File: config.mk
export PLATFORM = sky130hd
export DESIGN_NAME = ioc_cell_pair
export DESIGN_NICKNAME = d
export VERILOG_FILES = /design/src/pkg/ioc_pkg.sv /design/src/pkg/ioc_pad_if.sv /design/src/ioc_cell_pair.sv /design/src/ioc_pad_sync.sv
export SDC_FILE = /design/constraint.sdc
export NUM_CORES = 1
export LEC_CHECK = 0
export BUFFER_PORTS_ARGS = -buffer_cell sky130_fd_sc_hd__buf_2
export CAP_MARGIN = 10
export CORE_UTILIZATION = 55
export DETAILED_ROUTE_END_ITERATION = 10
export PLACE_DENSITY = 0.88
export SETUP_SLACK_MARGIN = 0.2
export SYNTH_ARGS = -nofsm -noshare
export SYNTH_HDL_FRONTEND = slang
export SYNTH_SLANG_ARGS = --single-unit
File: constraint.sdc
create_clock -name core_clk -period 3 [get_ports core_clk]
set_input_delay 0.6 -clock core_clk [delete_from_list [all_inputs] [get_ports core_clk]]
set_output_delay 0.6 -clock core_clk [all_outputs]
set_load 0.02 [all_outputs]
File: src/pkg/ioc_pkg.sv
// Constants, configuration layout and reset values for the I/O cell pair
package ioc_pkg;

    localparam int NUM_SLICES  = 2;
    localparam int SYNC_STAGES = 3;
    localparam int DLY_STAGES  = 2;
    localparam int STAT_BITS   = 3;

    localparam int ADDR_W = 4;
    localparam int DATA_W = 16;

    localparam logic [ADDR_W-1:0] A_CFG0 = 4'h0;
    localparam logic [ADDR_W-1:0] A_CFG1 = 4'h1;
    localparam logic [ADDR_W-1:0] A_GLB  = 4'h2;
    localparam logic [ADDR_W-1:0] A_STAT = 4'h3;

    // Reserved bits are dropped on write so they always read zero
    localparam logic [DATA_W-1:0] CFG_WMASK = 16'h03FF;
    localparam logic [DATA_W-1:0] GLB_WMASK = 16'h0001;
    localparam logic [DATA_W-1:0] CFG_RST   = 16'h0000;
    localparam logic              GSR_HI_RST = 1'b1;

    // Source of routed data B
    localparam logic [1:0] SEL_FT   = 2'h0;
    localparam logic [1:0] SEL_BYP  = 2'h1;
    localparam logic [1:0] SEL_REGQ = 2'h2;
    localparam logic [1:0] SEL_SER  = 2'h3;

    typedef struct packed {
        logic [5:0] rsvd;
        logic       oe_set;
        logic       out_set;
        logic       in_set;
        logic [1:0] b_sel;
        logic       in_dly;
        logic       oe_latch;
        logic       out_latch;
        logic       in_latch;
        logic       clk_fall;
    } ioc_cfg_s;

endpackage

File: src/pkg/ioc_pad_if.sv
// Carrier for conditioned pad inputs from the synchroniser to the cell pair
`timescale 1ns/100ps
interface ioc_pad_if #(parameter int N = 2);
    logic [N-1:0] pad_now;
    logic [N-1:0] pad_dly;
    modport prod (output pad_now, output pad_dly);
    modport cons (input pad_now, input pad_dly);
endinterface

File: src/ioc_cell_pair.sv
// I/O cell pair: two slices of input, output and output-enable registers
`timescale 1ns/100ps
module ioc_cell_pair #(
    parameter int NUM_SLICES = ioc_pkg::NUM_SLICES,
    parameter int DLY_STAGES = ioc_pkg::DLY_STAGES,
    parameter bit SERIAL_EN  = 1'b1
) (
    input  wire logic                        core_clk,
    input  wire logic                        rst_b,
    input  wire logic                        clk_en,
    input  wire logic [ioc_pkg::ADDR_W-1:0]  reg_addr,
    input  wire logic [ioc_pkg::DATA_W-1:0]  reg_wdata,
    input  wire logic                        reg_wr,
    input  wire logic                        reg_rd,
    output wire logic [ioc_pkg::DATA_W-1:0]  reg_rdata,
    input  wire logic [NUM_SLICES-1:0]       data_in,
    input  wire logic [NUM_SLICES-1:0]       feed_through,
    input  wire logic [NUM_SLICES-1:0]       slice_clk,
    input  wire logic [NUM_SLICES-1:0]       input_clock_enable,
    input  wire logic [NUM_SLICES-1:0]       input_set_reset,
    input  wire logic [NUM_SLICES-1:0]       output_clock_enable,
    input  wire logic [NUM_SLICES-1:0]       output_set_reset,
    input  wire logic [NUM_SLICES-1:0]       slice_output_enable,
    input  wire logic [NUM_SLICES-1:0]       slice_input_enable,
    input  wire logic [NUM_SLICES-1:0]       pad_in,
    input  wire logic                        global_set_reset,
    input  wire logic [NUM_SLICES-1:0]       serial_in_a,
    input  wire logic [NUM_SLICES-1:0]       serial_in_b,
    output wire logic [NUM_SLICES-1:0]       routed_data_a,
    output wire logic [NUM_SLICES-1:0]       routed_data_b,
    output wire logic [NUM_SLICES-1:0]       routed_oe,
    output wire logic [NUM_SLICES-1:0]       pad_out,
    output wire logic [NUM_SLICES-1:0]       pad_oe,
    output wire logic [NUM_SLICES-1:0]       serial_out,
    output wire logic [NUM_SLICES-1:0]       serial_oe,
    output wire logic [NUM_SLICES-1:0]       serial_pass
);
    import ioc_pkg::*;

    ////////////////////////////////////////////////////////////////////////////
    // State

    typedef struct packed {
        ioc_cfg_s [NUM_SLICES-1:0] cfg;
        logic                      gsr_hi;
        logic [NUM_SLICES-1:0]     clk_prev;
        logic [NUM_SLICES-1:0]     in_q;
        logic [NUM_SLICES-1:0]     out_q;
        logic [NUM_SLICES-1:0]     oe_q;
        logic [DATA_W-1:0]         rd_data;
    } ioc_state_s;

    ioc_state_s st_r;
    ioc_state_s st_nxt;

    logic                  gsr_act;
    logic [NUM_SLICES-1:0] clk_eff;
    logic [NUM_SLICES-1:0] clk_edge;
    logic [NUM_SLICES-1:0] in_sr;
    logic [NUM_SLICES-1:0] out_sr;
    logic [NUM_SLICES-1:0] pad_sel;
    logic [NUM_SLICES-1:0] in_d;
    logic [NUM_SLICES-1:0] in_vis;
    logic [NUM_SLICES-1:0] out_vis;
    logic [NUM_SLICES-1:0] oe_vis;
    logic [DATA_W-1:0]     stat_word;

    if (NUM_SLICES != 2 || DLY_STAGES < 1) begin : g_chk
        $error("ioc_cell_pair: two slices and at least one delay stage");
    end

    ////////////////////////////////////////////////////////////////////////////
    // Pad input conditioning

    ioc_pad_if #(.N(NUM_SLICES)) pads ();

    ioc_pad_sync #(
        .N   (NUM_SLICES),
        .DLY (DLY_STAGES)
    ) u_pad_sync (
        .core_clk (core_clk),
        .rst_b    (rst_b),
        .clk_en   (clk_en),
        .pad_raw  (pad_in),
        .pads     (pads.prod)
    );

    ////////////////////////////////////////////////////////////////////////////
    // Global set/reset polarity

    assign gsr_act = st_r.gsr_hi ? global_set_reset : ~global_set_reset;

    ////////////////////////////////////////////////////////////////////////////
    // Per-slice steering

    for (genvar g = 0; g < NUM_SLICES; g++) begin : g_slice
        assign clk_eff[g]  = slice_clk[g] ^ st_r.cfg[g].clk_fall;
        assign clk_edge[g] = clk_eff[g] & ~st_r.clk_prev[g];
        assign in_sr[g]    = gsr_act | input_set_reset[g];
        assign out_sr[g]   = gsr_act | output_set_reset[g];

        assign pad_sel[g] = st_r.cfg[g].in_dly ? pads.pad_dly[g] : pads.pad_now[g];
        // Input enable low keeps stray pad activity out of the input register
        assign in_d[g]    = pad_sel[g] & slice_input_enable[g];

        // Set/reset overrides the stored bit at once, without waiting for an edge
        assign in_vis[g]  = in_sr[g] ? st_r.cfg[g].in_set : st_r.in_q[g];
        assign out_vis[g] = out_sr[g] ? st_r.cfg[g].out_set : st_r.out_q[g];
        assign oe_vis[g]  = out_sr[g] ? st_r.cfg[g].oe_set : st_r.oe_q[g];

        assign routed_data_a[g] = in_vis[g];
        assign routed_data_b[g] = (st_r.cfg[g].b_sel == SEL_FT)   ? feed_through[g] :
                                  (st_r.cfg[g].b_sel == SEL_BYP)  ? in_d[g] :
                                  (st_r.cfg[g].b_sel == SEL_REGQ) ? in_vis[g] :
                                  (SERIAL_EN & serial_in_b[g]);
        assign routed_oe[g] = oe_vis[g];
        assign pad_out[g]   = out_vis[g];
        assign pad_oe[g]    = oe_vis[g];

        // Serial out and enable taps mirror the pad drive, serial_pass follows serial_in_a; absent serial block leaves all three low
        assign serial_out[g]  = SERIAL_EN & out_vis[g];
        assign serial_oe[g]   = SERIAL_EN & oe_vis[g];
        assign serial_pass[g] = SERIAL_EN & serial_in_a[g];

        assign stat_word[STAT_BITS*g +: STAT_BITS] = {oe_vis[g], out_vis[g], in_vis[g]};

    end

    assign stat_word[DATA_W-1:STAT_BITS*NUM_SLICES] = '0;

    ////////////////////////////////////////////////////////////////////////////
    // Next state

    always_comb begin
        st_nxt = st_r;
        if (clk_en) begin
            if (reg_wr) begin
                case (reg_addr)
                    A_CFG0: begin
                        st_nxt.cfg[0] = ioc_cfg_s'(reg_wdata & CFG_WMASK);
                    end
                    A_CFG1: begin
                        st_nxt.cfg[1] = ioc_cfg_s'(reg_wdata & CFG_WMASK);
                    end
                    A_GLB: begin
                        st_nxt.gsr_hi = |(reg_wdata & GLB_WMASK);
                    end
                    default: begin
                    end
                endcase
            end
            // Read data stands for one enabled cycle only, holding while clk_en is low; unmapped addresses read zero
            st_nxt.rd_data = '0;
            if (reg_rd) begin
                case (reg_addr)
                    A_CFG0: st_nxt.rd_data = st_r.cfg[0];
                    A_CFG1: st_nxt.rd_data = st_r.cfg[1];
                    A_GLB: st_nxt.rd_data = {{(DATA_W-1){1'b0}}, st_r.gsr_hi};
                    A_STAT: st_nxt.rd_data = stat_word;
                    default: st_nxt.rd_data = '0;
                endcase
            end
            // Slice clock is routed logic on core_clk, so it is sampled directly
            for (int i = 0; i < NUM_SLICES; i++) begin
                st_nxt.clk_prev[i] = clk_eff[i];
                if (in_sr[i]) begin
                    st_nxt.in_q[i] = st_r.cfg[i].in_set;
                end else if (input_clock_enable[i] &&
                             (st_r.cfg[i].in_latch ? clk_eff[i] : clk_edge[i])) begin
                    st_nxt.in_q[i] = in_d[i];
                end
                if (out_sr[i]) begin
                    st_nxt.out_q[i] = st_r.cfg[i].out_set;
                    st_nxt.oe_q[i]  = st_r.cfg[i].oe_set;
                end else if (output_clock_enable[i]) begin
                    if (st_r.cfg[i].out_latch ? clk_eff[i] : clk_edge[i]) begin
                        st_nxt.out_q[i] = data_in[i];
                    end
                    if (st_r.cfg[i].oe_latch ? clk_eff[i] : clk_edge[i]) begin
                        st_nxt.oe_q[i] = slice_output_enable[i];
                    end
                end
            end
        end
    end

    ////////////////////////////////////////////////////////////////////////////
    // State register

    always_ff @(posedge core_clk or negedge rst_b) begin
        if (!rst_b) begin
            st_r        <= '0;
            st_r.gsr_hi <= GSR_HI_RST;
            st_r.cfg    <= {NUM_SLICES{CFG_RST}};
        end else begin
            st_r <= st_nxt;
        end
    end

    assign reg_rdata = st_r.rd_data;
endmodule

File: src/ioc_pad_sync.sv
// Pad input synchroniser, deglitch and selectable delay line
`timescale 1ns/100ps
module ioc_pad_sync #(
    parameter int N   = ioc_pkg::NUM_SLICES,
    parameter int DLY = ioc_pkg::DLY_STAGES
) (
    input  wire logic         core_clk,
    input  wire logic         rst_b,
    input  wire logic         clk_en,
    input  wire logic [N-1:0] pad_raw,
    ioc_pad_if.prod           pads
);
    import ioc_pkg::*;

    typedef struct packed {
        logic [SYNC_STAGES-1:0][N-1:0] sync;
        logic [N-1:0]                  clean;
        logic [DLY-1:0][N-1:0]         dly;
    } ioc_sync_s;

    ioc_sync_s st_r;
    ioc_sync_s st_nxt;
    logic [N-1:0] agree;

    if (DLY < 1 || SYNC_STAGES < 3) begin : g_chk
        $error("ioc_pad_sync: delay needs one stage and sync three");
    end

    // Only the second and third stages are compared; the first feeds the second alone
    assign agree = ~(st_r.sync[1] ^ st_r.sync[2]);

    always_comb begin
        st_nxt = st_r;
        if (clk_en) begin
            st_nxt.sync[0] = pad_raw;
            for (int k = 1; k < SYNC_STAGES; k++) begin
                st_nxt.sync[k] = st_r.sync[k-1];
            end
            st_nxt.clean = (st_r.clean & ~agree) | (st_r.sync[1] & agree);
            // Delay element trades latency for hold margin on slow sources
            st_nxt.dly[0] = st_r.clean;
            for (int k = 1; k < DLY; k++) begin
                st_nxt.dly[k] = st_r.dly[k-1];
            end
        end
    end

    always_ff @(posedge core_clk or negedge rst_b) begin
        if (!rst_b) begin
            st_r <= '0;
        end else begin
            st_r <= st_nxt;
        end
    end

    assign pads.pad_now = st_r.clean;
    assign pads.pad_dly = st_r.dly[DLY-1];

endmodule

; ---- Word level (Yosys, flattened, before mapping)
; Index checks and enable logic that the tools add are counted.
[word_totals]
ff_bits = 57
in_bits = 50
out_inout_bits = 32
elab_cells = 120
[op_classes]
eq_ne = 7
n_mux = 39
bitwise_logic = 19
n_reduce_logical = 22
[ops]
columns = cell, count
row1 = case mux 10 bit (4 select lines), 1
row2 = 2-to-1 mux 1 bit, 37
row3 = AND reduction 3 bit, 7
row4 = nonzero test 2 bit, 8
row5 = 2-to-1 mux 10 bit, 1
row6 = "equality test 4 x 2 -> 1 bit, second input constant", 2
row7 = AND 1 bit, 4
row8 = AND 2 bit, 2
row9 = "equality test 2 x 1 -> 1 bit, second input constant", 2
row10 = "equality test 2 bit, second input constant", 2
row11 = "equality test 4 x 1 -> 1 bit, second input constant", 1
row12 = zero test 2 bit, 2
row13 = zero test 4 bit, 1
row14 = inverter 2 bit, 2
row15 = OR 1 bit, 4
row16 = AND reduction 2 bit, 2
row17 = inverter 1 bit, 3
row18 = logical AND 1 bit, 2
row19 = OR 2 bit, 1
row20 = XOR 1 bit, 2
row21 = XOR 2 bit, 1

; ---- Depth between registers and ports, before layout
[depth]
word_depth = 7
ltp_mapped = 5
ltp_nobuf = 4

; ---- Cells and area by module
; Synthesis repeated with hierarchy kept, for this count alone.
[hier_totals]
hier_cells = 233
hier_area_um2 = 2747.6
[modules_own_cells]
columns = mod, instances, cells_each, area_each_um2, seq_area_each_um2
row1 = ioc_cell_pair, 1, 195, 2215.9, 977.2
row2 = ioc_pad_sync, 1, 38, 531.8, 300.3

; ---- Worst setup path after synthesis
; Ideal clock, no wire load.
[synth_timing]
kind = input to output
from = input port global_set_reset
to = output port routed_oe[0]
arrival_time_ns = 1.923
required_ns = 2.400
path_slack_ns = 0.477
cell_stages = 4
path_buffers = 2
cell_sequence = xnor2_2 > buf_2 > o31ai_1 > buf_4
[synth_via]
elab_chain_cells = 4
[synth_lines]
columns = element, line
row1 = "start, declared", ioc_cell_pair.sv:26  ; input wire logic global_set_reset,
row2 = inverter 1 bit, ioc_cell_pair.sv:91  ; assign gsr_act = st_r.gsr_hi ? global_set_reset : ~global_set_reset;
row3 = 2-to-1 mux 1 bit (*), ioc_cell_pair.sv:91
row4 = OR 1 bit (*), ioc_cell_pair.sv:100  ; assign out_sr[g] = gsr_act | output_set_reset[g];
row5 = 2-to-1 mux 1 bit (*), ioc_cell_pair.sv:109  ; assign oe_vis[g] = out_sr[g] ? st_r.cfg[g].oe_set : st_r.oe_q[g];
row6 = "end, declared", ioc_cell_pair.sv:31  ; output wire logic [NUM_SLICES-1:0] routed_oe,
; Mark *: on every way between the ends. The rest lies on a longest branch, timed or not.

; ---- Final worst setup path
[layout_timing]
from = register st_r[24] (netlist name)
to = output port pad_oe[1]
[layout_via]
elab_chain_cells = 3
[layout_lines]
columns = element, line
row1 = "start, declared", ioc_cell_pair.sv:53  ; ioc_state_s st_r;
row2 = "start signal, assigned", ioc_cell_pair.sv:196  ; st_r <= st_nxt;
row3 = 2-to-1 mux 1 bit, ioc_cell_pair.sv:91
row4 = OR 1 bit, ioc_cell_pair.sv:100
row5 = 2-to-1 mux 1 bit, ioc_cell_pair.sv:109
row6 = "end, declared", ioc_cell_pair.sv:33  ; output wire logic [NUM_SLICES-1:0] pad_oe,
; No other way between the ends.

==> flow_summary.toml <==
[status]
status = "finished clean"

[pwr]
ir_drop_uv = 342
sequentialPowerShare_pct = 45.5
p_total_mw = 2.02
p_sw_mw = 0.631
p_int_mw = 1.39
pwr-share-comb_pct = 26.2
p_clk_share_pct = 28.3
powerDensity_nw_per_um2 = 670
p_leak_nw = 1.45
netSwitchingFraction_pct = 31.2

[synthesis]
synthesis.instances = 240
synth_compound_area_share_pct = 13.8
synthArstFlopShare_pct = 100
synth_top_family_by_area = "multiplexers"
yosysTopAreaCell = "dfrtp_1"
synth_xor_xnor_area_share_pct = 1.27
ys_seq_area_share_pct = 47.8
synth.top_cell.area_share_pct = 46.9
synth_edf_count = 0
synth_warnings = 0
synth_most_common_cell = "dfrtp_1"
syn_area_per_cell_sq_um = 11.1
synthTopCellsByCount = "dfrtp_1 (50), mux2_2 (29), buf_4 (24)"
syn-cell-area_sq_um = 2670
synth-simple-area-share_pct = 8.34
yosys.area_share.adder_pct = 0
synth-seq-cells = 51
synth_area_leaders = "dfrtp_1 (47%), mux2_2 (12%), buf_4 (6.7%), mux2i_1 (4.5%), o21ai_0 (4.1%)"
synthMuxAreaShare_pct = 19.0
ys.flop_type = "dfrtp_1"
synth_cell_type_count = 43

[global_routing]
grt_pass1_wl_microns = 9290
antenna_found_initial = 0
grt_pass1_vias = 1973
grt_max_degree = 30
grt-ovfl-total = 0
grt_use_total_pct = 23.8

[cells_and_area]
finalNetCount = 336
drive_above_1_share_pct = 41.5
final_cell_area_sq_um = 3010
area_delta_synth_final_pct = 12.9
seq_area_sq_um = 1280
finalNonFillerCells = 339
antennaDiodeCount = 0
multi_input_area_sq_um = 1150
fill_cells = 360

[routing]
drc = 0
drt-initial-drc-count = 148
vias_per_cell = 6.01
wirelength_microns = 5820
first_pass_iters = 4
wl_per_cell_microns = 17.2
num_vias = 2037
drtAntennaViolNets = 0

[critical_path]
worstPathArrival_ns = 2.09
r2r-start = "st_r[24]"
cp-startpoint = "st_r[24]"
critPathKind = "reg -> out"
end_kind = "primary output"
cp-start-kind = "register"
crit_fanout = 11
cp.required_ns = 2.40

[floorplanning]
die_area_sq_um = 5140
rows = 24
io_pins = 82
die_w_microns = 71.7
die_y_microns = 71.7
coreArea_sq_um = 4500
start_util_pct = 59.3

[clock_network]
cts_root_buf = "clkbuf_8"
clk_pin_slew_ns = 0.10
cts.sinks = 51
post_cts_resized = 0
clk_latency_ns = 0.31
cts_hold_buf = 0
cts_made_buffers = 5
postCtsSetupRepairBufs = 0
htree_levels = 2
clockBufferDepth = 2
cts_tree = "yes"

[sta]
fin_crit_sh_pct = 89.8
setup_violations = 0
fmax_mhz = 371
finalHoldViolations = 0
worst_pin_slew_ns = 0.617
rsz0062_at_grt = "false"
tns_ns = 0
max_slew_margin_pct = 58.8
timing.final.crit_period_ns = 2.69
drv_slew = 0
fin_skew_ns = 0.00682

[place]
post_dp_cell_area_sq_um = 2880
gp_congestion = 0.844
io_buffers = 65
hpwlAfterDp_microns = 4270
placedCellCount = 331

[flow_run]
drv_cap = 0

[min_path]
min_path_type = "in -> async"
-- path summary, 6_finish.rpt --
kind | slack, ns | cells past startpoint | end
max | 0.31 | 5 | pad_oe[1]
min | 0.25 | 1 | reg_rdata[8]
max reg2reg | 1.19 | 5 | reg_rdata[5]
min reg2reg | 0.49 | 1 | reg_rdata[8]
max in group asynchronous | 1.94 | 2 | st_r[24]
min in group core_clk | 0.49 | 1 | reg_rdata[8]
-- cell type report --
type	count	area share [%]
multi-input combinational	151	38.3
clock buffer	5	2.28
sequential	51	42.4
timing repair buffer	68	11.5
tap	52	2.16
inverter	9	1.12
clock inverter	3	2.24
-- critical path, cell delays in order, from the launching register on --
cell and delay, ns:
dfstp_2 0.58, xnor2_2 0.14, buf_4 0.20, or2_2 0.34
o21ai_1 0.29, buf_2 0.23
-- metrics by stage --
step                      hold WS (ns)  util (%)  setup slack, ns
final                            0.251      66.9            0.305
after global routing             0.292      66.9            0.209
after CTS                        0.266      66.9            0.302
after detailed placement         0.468      63.9            0.379
after global placement           0.463      63.9            0.387
after floorplan                  0.304         -            0.477
-- cell usage in the layout (no fill, tap or decap), drive strengths merged, types with 3 or more instances in the layout --
cell     Yosys  final
nand3        3      3
nor2         9      9
o2bb2ai      4      4
nand2b       4      4
clkbuf       3      5
o31ai        3      3
buf         31     68
a311oi       4      4
mux2i       12     12
inv          9      9
conb         1      6
nand2       14     14
mux2        30     30
o21ai       24     24
dfrtp       50     50
a31o         5      5
nor2b        4      4
-- state kept, by name, indices dropped and copies added, names as in the netlist, named ones only --
name,count
reg_rdata,10
st_r,29
u_pad_sync.pads.pad_dly,2
u_pad_sync.st_r,8
-- per-layer routing --
metal | GRT usage [%] | wire length (microns)
met1 | 30.4 | 2510
met2 | 38.9 | 2810
met3 | 5.34 | 324
met4 | 11.1 | 172
met5 | 0 | 0
-- power groups by stage --
stage               logic, mW  clock network, mW  registers (mW)
floorplan               0.422                  0           0.899
global placement        0.509                  0           0.921
detailed placement      0.530                  0           0.931
CTS                     0.532              0.575           0.917
global route            0.581              0.599           0.935
finish                  0.530              0.571           0.919
-- kinds of logic after synthesis --
kind of cell | Yosys count
AND/OR/NAND/NOR | 44
other | 1
buffers and inverters | 43
multiplexers | 44
XOR/XNOR | 3
flip-flops | 51
AO/OA/AOI/OAI | 54
No activity file was read; power rests on OpenSTA's default activity.
